--- src/shared/tdf_pkg.sv ---
// shared constants and types for the transceiver diagnostic flag bank
package tdf_pkg;

    // register indices; byte address is four times the index
    localparam logic [7:0] IDX_STATUS    = 8'h6e;
    localparam logic [7:0] IDX_ALARM_UP  = 8'h70;
    localparam logic [7:0] IDX_ALARM_LO  = 8'h71;
    localparam logic [7:0] IDX_WARN_UP   = 8'h74;
    localparam logic [7:0] IDX_WARN_LO   = 8'h75;

    // status/control byte fields
    localparam int STS_TXPIN_BIT  = 7;
    localparam int STS_SOFTTX_BIT = 6;
    localparam int STS_FAULT_BIT  = 2;
    localparam int STS_LOS_BIT    = 1;
    localparam int STS_NRDY_BIT   = 0;

    // flag byte field positions (quantity high bit; low bit is one below)
    localparam int FLG_TEMP_HI  = 7;
    localparam int FLG_VCC_HI   = 5;
    localparam int FLG_BIAS_HI  = 3;
    localparam int FLG_TXPWR_HI = 1;
    localparam int FLG_RXPWR_HI = 7;

    // reset values
    localparam logic [7:0]  RST_FLAGS  = 8'h00;
    localparam logic [1:0]  RST_FLAGS2 = 2'h0;
    localparam logic        RST_SOFTTX = 1'b0;
    localparam logic        RST_NRDY   = 1'b1;
    localparam logic [31:0] RST_RDATA  = 32'h0000_0000;

    // response time of soft controls and pin mirrors
    localparam int CLK_HZ           = 50_000_000;
    localparam int RESPONSE_MS      = 100;
    localparam int RESPONSE_CYCLES  = (CLK_HZ / 1000) * RESPONSE_MS;

    // ahb transfer type
    localparam logic [1:0] HTRANS_NONSEQ = 2'b10;

    typedef struct packed {
        logic [15:0] temp;
        logic [15:0] vcc;
        logic [15:0] bias;
        logic [15:0] txPwr;
        logic [15:0] rxPwr;
    } tdf_meas_t;

    typedef struct packed {
        logic [15:0] hiAlarm;
        logic [15:0] loAlarm;
        logic [15:0] hiWarn;
        logic [15:0] loWarn;
    } tdf_limit_t;

    typedef struct packed {
        tdf_limit_t temp;
        tdf_limit_t vcc;
        tdf_limit_t bias;
        tdf_limit_t txPwr;
        tdf_limit_t rxPwr;
    } tdf_thr_t;

    // pin levels seen by the bank
    typedef struct packed {
        logic txDisablePin;
        logic laserFault;
        logic receiveSignalLossOutput;
    } tdf_pins_t;

    typedef struct packed {
        logic        wrPend;
        logic [7:0]  wrIdx;
        logic [31:0] rdata;
        logic        softTx;
        logic        txOff;
        logic        stsTxPin;
        logic        stsFault;
        logic        stsLos;
        logic        notReady;
        logic [7:0]  alarmUp;
        logic [1:0]  alarmLo;
        logic [7:0]  warnUp;
        logic [1:0]  warnLo;
    } tdf_state_t;

endpackage : tdf_pkg

--- src/hdl/tdf_diag_flags.sv ---
// diagnostic status, soft control and alarm/warning flag bank on ahb-lite
//
// The AHB-Lite slave port was left to the implementer.
`timescale 1ns/1ps
`default_nettype none

module tdf_diag_flags
    import tdf_pkg::*;
#(
    parameter int RESPONSE_LIMIT = RESPONSE_CYCLES
) (
    // clock, reset, enable
    input  wire logic        core_clk,
    input  wire logic        rst,
    input  wire logic        ce,
    // ahb-lite slave
    input  wire logic        hsel,
    input  wire logic [31:0] haddr,
    input  wire logic [1:0]  htrans,
    input  wire logic        hwrite,
    input  wire logic [2:0]  hsize,
    input  wire logic        hready,
    input  wire logic [31:0] hwdata,
    output logic      [31:0] hrdata,
    output logic             hreadyout,
    output logic             hresp,
    // module pins and monitor values
    input  wire tdf_pins_t   pins,
    input  wire tdf_meas_t   meas,
    input  wire tdf_thr_t    thr,
    input  wire logic        measUpdate,
    // transmitter control
    output logic             txDisableOut
);

    tdf_state_t s_q;
    tdf_state_t s_d;
    logic       addrTake;
    logic       wrTake;
    logic [7:0] stsByte;
    logic [3:0] tempEv;
    logic [3:0] vccEv;
    logic [3:0] biasEv;
    logic [3:0] txEv;
    logic [3:0] rxEv;

    // returns {hiAlarm, loAlarm, hiWarn, loWarn} crossings
    function automatic logic [3:0] evalLimits(
        input logic [15:0] v,
        input tdf_limit_t  l,
        input logic        isSigned
    );
        logic [16:0] ve;
        logic [16:0] ha;
        logic [16:0] la;
        logic [16:0] hw;
        logic [16:0] lw;
        // sign or zero extend so one signed compare serves both codings
        ve = {isSigned & v[15], v};
        ha = {isSigned & l.hiAlarm[15], l.hiAlarm};
        la = {isSigned & l.loAlarm[15], l.loAlarm};
        hw = {isSigned & l.hiWarn[15], l.hiWarn};
        lw = {isSigned & l.loWarn[15], l.loWarn};
        evalLimits = {$signed(ve) > $signed(ha), $signed(ve) < $signed(la),
                      $signed(ve) > $signed(hw), $signed(ve) < $signed(lw)};
    endfunction : evalLimits

    // register read mux; unmapped indices read zero
    function automatic logic [31:0] readReg(
        input logic [7:0] idx,
        input tdf_state_t st,
        input logic [7:0] sts
    );
        readReg = RST_RDATA;
        unique case (idx)
            IDX_STATUS:   readReg[7:0] = sts;
            IDX_ALARM_UP: readReg[7:0] = st.alarmUp;
            IDX_ALARM_LO: readReg[7:0] = {st.alarmLo, 6'h00};
            IDX_WARN_UP:  readReg[7:0] = st.warnUp;
            IDX_WARN_LO:  readReg[7:0] = {st.warnLo, 6'h00};
            default:      readReg = RST_RDATA;
        endcase
    endfunction : readReg

    // zero wait state; a low enable stalls the bus rather than drop a beat
    assign hreadyout    = ce;
    assign hresp        = 1'b0;
    assign hrdata       = s_q.rdata;
    assign txDisableOut = s_q.txOff;

    assign addrTake = ce & hsel & hready & (htrans == HTRANS_NONSEQ);
    assign wrTake   = ce & s_q.wrPend;

    assign stsByte = {s_q.stsTxPin, s_q.softTx, 3'h0,
                      s_q.stsFault, s_q.stsLos, s_q.notReady};

    assign tempEv = evalLimits(meas.temp,  thr.temp,  1'b1);
    assign vccEv  = evalLimits(meas.vcc,   thr.vcc,   1'b0);
    assign biasEv = evalLimits(meas.bias,  thr.bias,  1'b0);
    assign txEv   = evalLimits(meas.txPwr, thr.txPwr, 1'b0);
    assign rxEv   = evalLimits(meas.rxPwr, thr.rxPwr, 1'b0);

    always_comb begin
        s_d = s_q;
        if (ce) begin
            // data phase of a write: only the soft inhibit is writable
            if (wrTake) begin
                s_d.wrPend = 1'b0;
                if (s_q.wrIdx == IDX_STATUS) begin
                    s_d.softTx = hwdata[STS_SOFTTX_BIT];
                end
            end
            if (addrTake) begin
                s_d.wrPend = hwrite;
                s_d.wrIdx  = haddr[9:2];
                s_d.rdata  = hwrite ? RST_RDATA
                                    : readReg(haddr[9:2], s_q, stsByte);
            end
            // pins are mirrored every enabled cycle, far inside the response time
            s_d.stsTxPin = pins.txDisablePin;
            s_d.stsFault = pins.laserFault;
            s_d.stsLos   = pins.receiveSignalLossOutput;
            s_d.txOff    = pins.txDisablePin | s_d.softTx;
            if (measUpdate) begin
                s_d.notReady = 1'b0;
                // flags follow the latest sample, so they clear on return
                s_d.alarmUp = {tempEv[3:2], vccEv[3:2],
                               biasEv[3:2], txEv[3:2]};
                s_d.alarmLo = rxEv[3:2];
                s_d.warnUp  = {tempEv[1:0], vccEv[1:0],
                               biasEv[1:0], txEv[1:0]};
                s_d.warnLo  = rxEv[1:0];
            end
        end
    end

    always_ff @(posedge core_clk or posedge rst) begin
        if (rst) begin
            s_q <= '{wrPend: 1'b0, wrIdx: 8'h00, rdata: RST_RDATA,
                     softTx: RST_SOFTTX, txOff: 1'b0, stsTxPin: 1'b0,
                     stsFault: 1'b0, stsLos: 1'b0, notReady: RST_NRDY,
                     alarmUp: RST_FLAGS, alarmLo: RST_FLAGS2,
                     warnUp: RST_FLAGS, warnLo: RST_FLAGS2};
        end else begin
            s_q <= s_d;
        end
    end

    // helper: cycles the transmitter control disagrees with its causes
    logic [31:0] lagCnt_q;
    always_ff @(posedge core_clk or posedge rst) begin
        if (rst) begin
            lagCnt_q <= 32'h0000_0000;
        end else if (s_q.txOff != (pins.txDisablePin | s_q.softTx)) begin
            lagCnt_q <= lagCnt_q + 32'h0000_0001;
        end else begin
            lagCnt_q <= 32'h0000_0000;
        end
    end
endmodule : tdf_diag_flags

`default_nettype wire

--- config.mk ---
export PLATFORM = sky130hd
export DESIGN_NAME = tdf_diag_flags
export DESIGN_NICKNAME = d
export VERILOG_FILES = /design/src/shared/tdf_pkg.sv /design/src/hdl/tdf_diag_flags.sv
export SDC_FILE = /design/constraint.sdc
export NUM_CORES = 1
export LEC_CHECK = 0
export BUFFER_PORTS_ARGS = -buffer_cell sky130_fd_sc_hd__buf_4
export CAP_MARGIN = 20
export CORE_AREA = 2 2 202 204
export DETAILED_ROUTE_END_ITERATION = 10
export DIE_AREA = 0 0 204 206
export GPL_TIMING_DRIVEN = 0
export PLACE_DENSITY = 0.49
export SLEW_MARGIN = 20
export SYNTH_ARGS = -nofsm -noshare
export SYNTH_HDL_FRONTEND = slang
export SYNTH_SLANG_ARGS = --single-unit
--- constraint.sdc ---
create_clock -name core_clk -period 1.9 [get_ports core_clk]
set_input_delay 0.38 -clock core_clk [delete_from_list [all_inputs] [get_ports core_clk]]
set_output_delay 0.38 -clock core_clk [all_outputs]
set_load 0.1 [all_outputs]
==> run_summary.xml, run 1 <==
<?xml version="1.0" encoding="UTF-8"?>
<metrics>
  <group name="clock_tree">
    <metric name="post_cts_hold_buffer_count" unit="">0</metric>
    <metric name="worst_setup_hold_path_clk_slew" unit="ns">0.08</metric>
    <metric name="clock_path_buffers" unit="">2</metric>
    <metric name="clk_root_buffer_cell" unit="">sky130_fd_sc_hd__clkbuf_16</metric>
    <metric name="cts.sinks" unit="">43</metric>
    <metric name="insertion_delay_to_the_later_sink_of_the_worst_skew_pair" unit="ns">0.30</metric>
    <metric name="tritoncts.num_buffers" unit="">5</metric>
    <metric name="cts_tree" unit="">yes</metric>
    <metric name="cts_htree_levels" unit="">2</metric>
  </group>
  <group name="layout">
    <metric name="sequential_cell_area" unit="µm²">1080</metric>
    <metric name="design_area" unit="µm²">14000</metric>
    <metric name="final.fill_count" unit="">4326</metric>
    <metric name="area_growth_syn_to_layout" unit="%">42.4</metric>
    <metric name="layout.nets" unit="">2513</metric>
    <metric name="multiInputGateArea" unit="µm²">7410</metric>
    <metric name="drive_above_1_share" unit="">0.294</metric>
  </group>
  <group name="sta">
    <metric name="fin_crit" unit="ns">1.81</metric>
    <metric name="skew" unit="ns">0.00805</metric>
    <metric name="fin_setup_tns" unit="ns">0</metric>
    <metric name="report.final.slew_viol_count" unit="">0</metric>
    <metric name="max_freq" unit="GHz">0.553</metric>
    <metric name="maxSlewHeadroom" unit="">0.511</metric>
    <metric name="tightestPinTransition" unit="ns">0.727</metric>
    <metric name="timing.final.crit_share" unit="">0.952</metric>
    <metric name="fin_hold_ws" unit="ns">0.0721</metric>
    <metric name="setup_ws" unit="ns">0.0917</metric>
    <metric name="grt_setup_unrepaired" unit="">no</metric>
    <metric name="finalSetupViolCount" unit="">0</metric>
    <metric name="timing_hold_violations_final" unit="">0</metric>
  </group>
  <group name="power">
    <metric name="totalPowerFinal" unit="mW">4.91</metric>
    <metric name="power-per-cell-area" unit="nW/µm²">350</metric>
    <metric name="vdd_ir_drop_max" unit="mV">0.298</metric>
    <metric name="cellLeakagePower" unit="nW">8.29</metric>
  </group>
  <group name="floorplan">
    <metric name="die_h" unit="µm">206</metric>
    <metric name="top_level_ports" unit="">514</metric>
    <metric name="die_width" unit="µm">204</metric>
    <metric name="core_ar" unit="µm²">40200</metric>
    <metric name="fp.dieArea" unit="µm²">42000</metric>
    <metric name="rows" unit="">74</metric>
    <metric name="floorplan.initialDensity" unit="">0.245</metric>
  </group>
  <group name="place">
    <metric name="dp_hpwl" unit="µm">34300</metric>
    <metric name="place_congestion" unit="">0.904</metric>
    <metric name="pre_cts_ws" unit="ns">-0.958</metric>
    <metric name="port-buffer-count" unit="">427</metric>
    <metric name="placement.cell_area" unit="µm²">13800</metric>
  </group>
  <group name="hold_path">
    <metric name="min-delay-path-class" unit="">primary input to asynchronous set/reset pin</metric>
  </group>
  <group name="detailed_routing">
    <metric name="wl_per_cell" unit="µm">16.8</metric>
    <metric name="drtIter0Drc" unit="">314</metric>
    <metric name="detail_route.vias_per_cell" unit="">4.52</metric>
    <metric name="drc_errors" unit="">0</metric>
    <metric name="routed-via-count" unit="">10213</metric>
    <metric name="wl" unit="µm">38000</metric>
    <metric name="detailedRoute.firstPassIterationCount" unit="">4</metric>
    <metric name="antenna_left" unit="">0</metric>
  </group>
  <group name="global_route">
    <metric name="grt-ovfl-total" unit="">0</metric>
    <metric name="grt_usage" unit="">0.177</metric>
    <metric name="first_global_vias" unit="">10468</metric>
    <metric name="initial_antenna_violation_count" unit="">3</metric>
    <metric name="grt_max_degree" unit="">31</metric>
    <metric name="wire_length_of_the_first_global_routing_pass" unit="µm">57300</metric>
  </group>
  <group name="synth">
    <metric name="dominantRegCellSynth" unit="">sky130_fd_sc_hd__dfrtp_1</metric>
    <metric name="netlist_area" unit="µm²">9850</metric>
    <metric name="cell_variety_after_synth" unit="">49</metric>
    <metric name="syn_inst" unit="">1265</metric>
    <metric name="synth_seq_cells" unit="">43</metric>
    <metric name="synth_seq_area_share" unit="">0.109</metric>
    <metric name="synth_enable_flop_cells" unit="">0</metric>
    <metric name="yosys_warnings" unit="">0</metric>
    <metric name="async_reset_ff_frac" unit="">1.00</metric>
    <metric name="avgSynthCellArea" unit="µm²">7.79</metric>
  </group>
  <group name="flow_run">
    <metric name="timing.max_cap.violations" unit="">0</metric>
  </group>
  <group name="worst_setup_path">
    <metric name="worst-path-max-fanout" unit="">4</metric>
    <metric name="crit_type" unit="">primary input to flop</metric>
    <metric name="worst_setup_path_end_kind" unit="">flop</metric>
    <metric name="cp_data_arrival_time" unit="ns">2.02</metric>
    <metric name="critical_path.startpoint_type" unit="">primary input</metric>
    <metric name="timing.critical_path.required" unit="ns">2.11</metric>
  </group>
  <group name="run_status">
    <metric name="run_status" unit="">finished, final reports clean</metric>
  </group>
</metrics>
==> cell usage after synthesis (14+ instances only) <==
library cell	count	area [µm²]
sky130_fd_sc_hd__nand3_1	27	135
sky130_fd_sc_hd__buf_4	37	278
sky130_fd_sc_hd__o21ai_0	34	170
sky130_fd_sc_hd__nand4_1	27	169
sky130_fd_sc_hd__a21oi_1	123	616
sky130_fd_sc_hd__inv_1	309	1160
sky130_fd_sc_hd__nand2_1	67	251
sky130_fd_sc_hd__o211ai_1	18	135
sky130_fd_sc_hd__a21o_1	60	450
sky130_fd_sc_hd__a211oi_1	14	105
sky130_fd_sc_hd__dfrtp_1	42	1050
sky130_fd_sc_hd__ha_1	310	3880
sky130_fd_sc_hd__nor3_1	19	95.1
sky130_fd_sc_hd__nor2_1	22	82.6
sky130_fd_sc_hd__mux2_2	14	158
==> metrics by stage <==
step | instances | utilization
6_report | 2259 | 0.349
3_3_place_gp | 2248 | 0.344
3_5_place_dp | 2249 | 0.344
5_1_grt | 2258 | 0.349
2_1_floorplan | 1289 | -
4_1_cts | 2257 | 0.348
==> flip-flops by register name, summed over array words and instances, names as in the netlist <==
signal / cells
txDisableOut: 1
s_q: 34
hrdata: 8
==> critical path: stages <==
cell	delay (ns)
sky130_fd_sc_hd__buf_4	0.13
sky130_fd_sc_hd__ha_1	0.30
sky130_fd_sc_hd__nand3_1	0.15
sky130_fd_sc_hd__or4_1	0.59
sky130_fd_sc_hd__a21oi_1	0.16
sky130_fd_sc_hd__a2111oi_0	0.09
sky130_fd_sc_hd__a211oi_1	0.21
==> report_power, final <==
group	switching, mW	internal (mW)	total, mW
Combinational	1.44	1.38	2.82
Clock	0.448	0.501	0.949
Sequential	0.0948	1.04	1.14
==> metal layers <==
| layer | wire length, µm | global-route usage | share of wire | up-vias |
|---|---|---|---|---|
| met5 | 0 | 0 | 0 | - |
| met4 | 557 | 0.0329 | 0.015 | 0 |
| met3 | 2490 | 0.0344 | 0.066 | 29 |
| met2 | 18400 | 0.317 | 0.49 | 277 |
| met1 | 16500 | 0.220 | 0.43 | 4620 |
| li1 | - | - | - | 5287 |
==> timing repair <==
action	in CTS	in global routing
endpoints found under the setup margin	13	4
resized for setup	8	7
pin swaps	0	2
setup buffers	0	0
cloned	0	0
==> layout make-up <==
| class | instances | share of cell area |
|---|---|---|
| clock inverter | 3 | 0.00187 |
| buffer | 45 | 0.0233 |
| tap | 532 | 0.0474 |
| clock buffer | 5 | 0.00892 |
| inverter | 310 | 0.0830 |
| sequential | 43 | 0.0768 |
| timing repair buffer | 428 | 0.230 |
| antenna | 2 | 0.000357 |
| multi-input combinational | 891 | 0.528 |
==> logic make-up (layout without fill, tap and decap cells) <==
family,after synthesis,in the layout,share of synthesized area
buffers and inverters,355,791,0.150
DFF,43,43,0.109
muxes,23,23,0.0278
and+or+nand+nor,219,219,0.118
AOI/OAI and AO/OA,314,314,0.201
adders and majority gates,310,310,0.394
other,1,27,0.000381
==> final timing paths <==
path                       depth (start not counted)             startpoint  slack [ns]                     to
min                                                2                    rst        0.07    s_q[19]$_DFFE_PP0P_
min in group core_clk                              2                 hwrite        0.29  hrdata[6]$_DFFE_PP0P_
max reg2reg                                        5    s_q[62]$_DFFE_PP0P_        0.43    s_q[25]$_DFFE_PP0P_
max                                                7               meas[28]        0.09    s_q[13]$_DFFE_PP0P_
max in group asynchronous                          3                    rst        1.26    s_q[20]$_DFFE_PP1P_
min reg2reg                                        2  hrdata[6]$_DFFE_PP0P_        0.48  hrdata[6]$_DFFE_PP0P_
==> layout by cell type, fill, tap and decap left out, types with 3 or more instances in the layout <==
cell type / instances
sky130_fd_sc_hd__conb_1: 25
sky130_fd_sc_hd__nor2b_1: 11
sky130_fd_sc_hd__nor3_1: 19
sky130_fd_sc_hd__or4_1: 6
sky130_fd_sc_hd__nand2_1: 67
sky130_fd_sc_hd__and3_1: 8
sky130_fd_sc_hd__nand2b_1: 10
sky130_fd_sc_hd__ha_1: 310
sky130_fd_sc_hd__nand4_1: 27
sky130_fd_sc_hd__a31oi_1: 9
sky130_fd_sc_hd__a22oi_1: 10
sky130_fd_sc_hd__o211ai_1: 18
sky130_fd_sc_hd__a211oi_1: 14
sky130_fd_sc_hd__o21ai_1: 7
sky130_fd_sc_hd__a21oi_1: 122
sky130_fd_sc_hd__nor2_1: 22
sky130_fd_sc_hd__dfrtp_1: 42
sky130_fd_sc_hd__nand3_1: 26
sky130_fd_sc_hd__a2111oi_0: 10
sky130_fd_sc_hd__nor3b_1: 3
sky130_fd_sc_hd__and4_1: 4
sky130_fd_sc_hd__inv_1: 308
sky130_fd_sc_hd__a221o_1: 8
sky130_fd_sc_hd__a21o_1: 60
sky130_fd_sc_hd__clkbuf_16: 5
sky130_fd_sc_hd__a221oi_1: 8
sky130_fd_sc_hd__mux2_2: 14
sky130_fd_sc_hd__buf_4: 466
sky130_fd_sc_hd__o21ai_0: 34
sky130_fd_sc_hd__and2_1: 3
sky130_fd_sc_hd__mux2i_1: 6
sky130_fd_sc_hd__o21a_1: 8
(Power assumes the default switching activity.)
==> inputs of run 2 (changes only) <==
--- a/config.mk
+++ b/config.mk
@@ -12,6 +12,7 @@
 export DIE_AREA = 0 0 204 206
 export GPL_TIMING_DRIVEN = 0
 export PLACE_DENSITY = 0.49
+export RECOVER_POWER = 25
 export SLEW_MARGIN = 20
 export SYNTH_ARGS = -nofsm -noshare
 export SYNTH_HDL_FRONTEND = slang
==> run_summary.xml, run 2 (synthesis results as in run 1) <==
<?xml version="1.0" encoding="UTF-8"?>
<metrics>
  <group name="layout">
    <metric name="final.fill_count" unit="">4328</metric>
    <metric name="max_flop_register" unit="">s_q</metric>
    <metric name="postLayoutCoreUtil" unit="">0.349</metric>
    <metric name="layoutNonFillerInstCount" unit="">2259</metric>
    <metric name="layout.nets" unit="">2513</metric>
    <metric name="most-common-layout-cells" unit="">465 x sky130_fd_sc_hd__buf_4, 310 x sky130_fd_sc_hd__ha_1, 309 x sky130_fd_sc_hd__inv_1, 122 x sky130_fd_sc_hd__a21oi_1, 67 x sky130_fd_sc_hd__nand2_1</metric>
    <metric name="mostFrequentLayoutCell" unit="">sky130_fd_sc_hd__buf_4</metric>
    <metric name="area_growth_syn_to_layout" unit="%">42.2</metric>
    <metric name="largest_reg_flops" unit="">34</metric>
    <metric name="drive_above_1_share" unit="">0.294</metric>
  </group>
  <group name="worst_setup_path">
    <metric name="cp_data_arrival_time" unit="ns">2.02</metric>
    <metric name="timing.critical_path.slowest_stage_cell" unit="">sky130_fd_sc_hd__or4_1</metric>
    <metric name="critical_path.startpoint_type" unit="">primary input</metric>
    <metric name="worst-path-max-fanout" unit="">4</metric>
    <metric name="worst_setup_path_end_kind" unit="">flop</metric>
    <metric name="cpPeakStageDelay" unit="ns">0.59</metric>
    <metric name="crit_chain" unit="">buf_4, ha_1, nand3_1, or4_1, a21oi_1, a2111oi_0, a211oi_1</metric>
    <metric name="rr_startpoint" unit="">s_q[62]$_DFFE_PP0P_</metric>
    <metric name="reg2reg_slack" unit="ns">0.42</metric>
    <metric name="reg2regPathDepth" unit="">5</metric>
    <metric name="crit_type" unit="">primary input to flop</metric>
    <metric name="rr_endpoint" unit="">s_q[25]$_DFFE_PP0P_</metric>
    <metric name="timing.critical_path.required" unit="ns">2.11</metric>
  </group>
  <group name="detailed_routing">
    <metric name="wl_per_cell" unit="µm">16.8</metric>
    <metric name="drtIter0Drc" unit="">312</metric>
    <metric name="routed-via-count" unit="">10209</metric>
    <metric name="wl" unit="µm">38000</metric>
    <metric name="detail_route.vias_per_cell" unit="">4.52</metric>
    <metric name="drc_errors" unit="">0</metric>
    <metric name="detailedRoute.firstPassIterationCount" unit="">4</metric>
    <metric name="antenna_left" unit="">0</metric>
  </group>
  <group name="floorplan">
    <metric name="top_level_ports" unit="">514</metric>
    <metric name="core_ar" unit="µm²">40200</metric>
    <metric name="floorplan.initialDensity" unit="">0.245</metric>
    <metric name="die_h" unit="µm">206</metric>
    <metric name="die_width" unit="µm">204</metric>
    <metric name="fp.dieArea" unit="µm²">42000</metric>
    <metric name="rows" unit="">74</metric>
  </group>
  <group name="place">
    <metric name="dp_hpwl" unit="µm">34300</metric>
    <metric name="pre_cts_ws" unit="ns">-0.958</metric>
    <metric name="port-buffer-count" unit="">427</metric>
    <metric name="dpl.cell_count" unit="">2249</metric>
    <metric name="place_congestion" unit="">0.904</metric>
  </group>
  <group name="run_status">
    <metric name="run_status" unit="">finished, final reports clean</metric>
  </group>
  <group name="clock_tree">
    <metric name="post_cts_hold_buffer_count" unit="">0</metric>
    <metric name="clk_root_buffer_cell" unit="">sky130_fd_sc_hd__clkbuf_16</metric>
    <metric name="clock_path_buffers" unit="">2</metric>
    <metric name="cts_tree" unit="">yes</metric>
    <metric name="postCtsSetupBuffers" unit="">0</metric>
    <metric name="cts.sinks" unit="">43</metric>
    <metric name="insertion_delay_to_the_later_sink_of_the_worst_skew_pair" unit="ns">0.30</metric>
    <metric name="worst_setup_hold_path_clk_slew" unit="ns">0.07</metric>
    <metric name="tritoncts.num_buffers" unit="">5</metric>
    <metric name="cts_htree_levels" unit="">2</metric>
  </group>
  <group name="power">
    <metric name="power.combinational.fraction" unit="">0.574</metric>
    <metric name="vdd_ir_drop_max" unit="mV">0.299</metric>
    <metric name="intPower" unit="mW">2.92</metric>
    <metric name="seqPwrFrac" unit="">0.233</metric>
    <metric name="power.clock.fraction" unit="">0.194</metric>
    <metric name="power.switching_fraction" unit="">0.404</metric>
    <metric name="power-per-cell-area" unit="nW/µm²">350</metric>
    <metric name="power_switching" unit="mW">1.98</metric>
    <metric name="cellLeakagePower" unit="nW">8.29</metric>
  </group>
  <group name="sta">
    <metric name="skew" unit="ns">0.00943</metric>
    <metric name="maxSlewHeadroom" unit="">0.459</metric>
    <metric name="grt_setup_unrepaired" unit="">no</metric>
    <metric name="fin_setup_tns" unit="ns">0</metric>
    <metric name="finalSetupViolCount" unit="">0</metric>
    <metric name="tightestPinTransition" unit="ns">0.811</metric>
    <metric name="timing_hold_violations_final" unit="">0</metric>
    <metric name="fin_hold_ws" unit="ns">0.188</metric>
    <metric name="setup_ws" unit="ns">0.0917</metric>
    <metric name="max_freq" unit="GHz">0.553</metric>
    <metric name="fin_crit" unit="ns">1.81</metric>
    <metric name="report.final.slew_viol_count" unit="">0</metric>
    <metric name="timing.final.crit_share" unit="">0.952</metric>
  </group>
  <group name="global_route">
    <metric name="initial_antenna_violation_count" unit="">3</metric>
    <metric name="first_global_vias" unit="">10468</metric>
    <metric name="grt_usage" unit="">0.177</metric>
    <metric name="grt-ovfl-total" unit="">0</metric>
    <metric name="wire_length_of_the_first_global_routing_pass" unit="µm">57300</metric>
    <metric name="grt_max_degree" unit="">31</metric>
  </group>
  <group name="flow_run">
    <metric name="timing.max_cap.violations" unit="">0</metric>
  </group>
  <group name="hold_path">
    <metric name="min-delay-path-class" unit="">primary input to asynchronous set/reset pin</metric>
  </group>
</metrics>
run 2: timing repair:
| action | CTS | global route |
|---|---|---|
| setup endpoints to repair | 13 | 4 |
| gates cloned | 0 | 0 |
| endpoints found under the hold margin | 0 | 0 |
| resized for setup | 8 | 7 |
| pin swaps | 0 | 2 |
run 2: stage by stage:
stage	power [mW]	instance area [µm²]
2_1_floorplan	2.71	9940
3_3_place_gp	3.93	13800
3_5_place_dp	4.00	13800
4_1_cts	5.00	14000
5_1_grt	5.41	14000
6_report	4.91	14000
run 2: how the worst max path moves through the flow:
stage / startpoint / endpoint / slack, ns / depth (start not counted)
6_report: meas[28] / s_q[13]$_DFFE_PP0P_ / 0.09 / 7
4_1_cts: measUpdate / s_q[5]$_DFFE_PP0P_ / 0.009 / 5
3_5_place_dp: measUpdate / s_q[11]$_DFFE_PP0P_ / -0.96 / 6
2_1_floorplan: thr[124] / s_q[13]$_DFFE_PP0P_ / 0.17 / 7
3_3_place_gp: measUpdate / s_q[11]$_DFFE_PP0P_ / -1.01 / 6
5_1_grt: meas[43] / s_q[15]$_DFFE_PP0P_ / 0.004 / 7
run 2: layout make-up:
cell class	instances	area [µm²]	area share
clock inverters	3	26.3	0.00188
flip-flops and latches	43	1080	0.0769
inverters	310	1160	0.0831
diodes	2	5.00	0.000357
well taps	532	666	0.0475
multi-input cells	891	7410	0.529
clock buffers	5	125	0.00893
plain buffers	45	327	0.0233
repair buffers	428	3210	0.229
run 2: per-layer routing:
layer / up-vias / track usage / wire length [µm]
li1: 5285 / - / -
met1: 4607 / 0.220 / 16200
met2: 288 / 0.317 / 18500
met3: 29 / 0.0344 / 2720
met4: 0 / 0.0329 / 557
met5: - / 0 / 0
run 2: worst max-delay path, delay by kind of cell:
kind                       cells  cell delay [ns]
adders and majority gates      1             0.30
and+or+nand+nor                2             0.74
AOI/OAI and AO/OA              3             0.46
buffers and inverters          1             0.13
run 2: power by group through the flow:
stage / Combinational (mW) / Sequential (mW) / Clock (mW)
2_1_floorplan: 1.58 / 1.12 / 0
3_3_place_gp: 2.77 / 1.15 / 0
3_5_place_dp: 2.84 / 1.16 / 0
4_1_cts: 2.86 / 1.14 / 1.01
5_1_grt: 3.20 / 1.16 / 1.05
6_report: 2.81 / 1.14 / 0.950
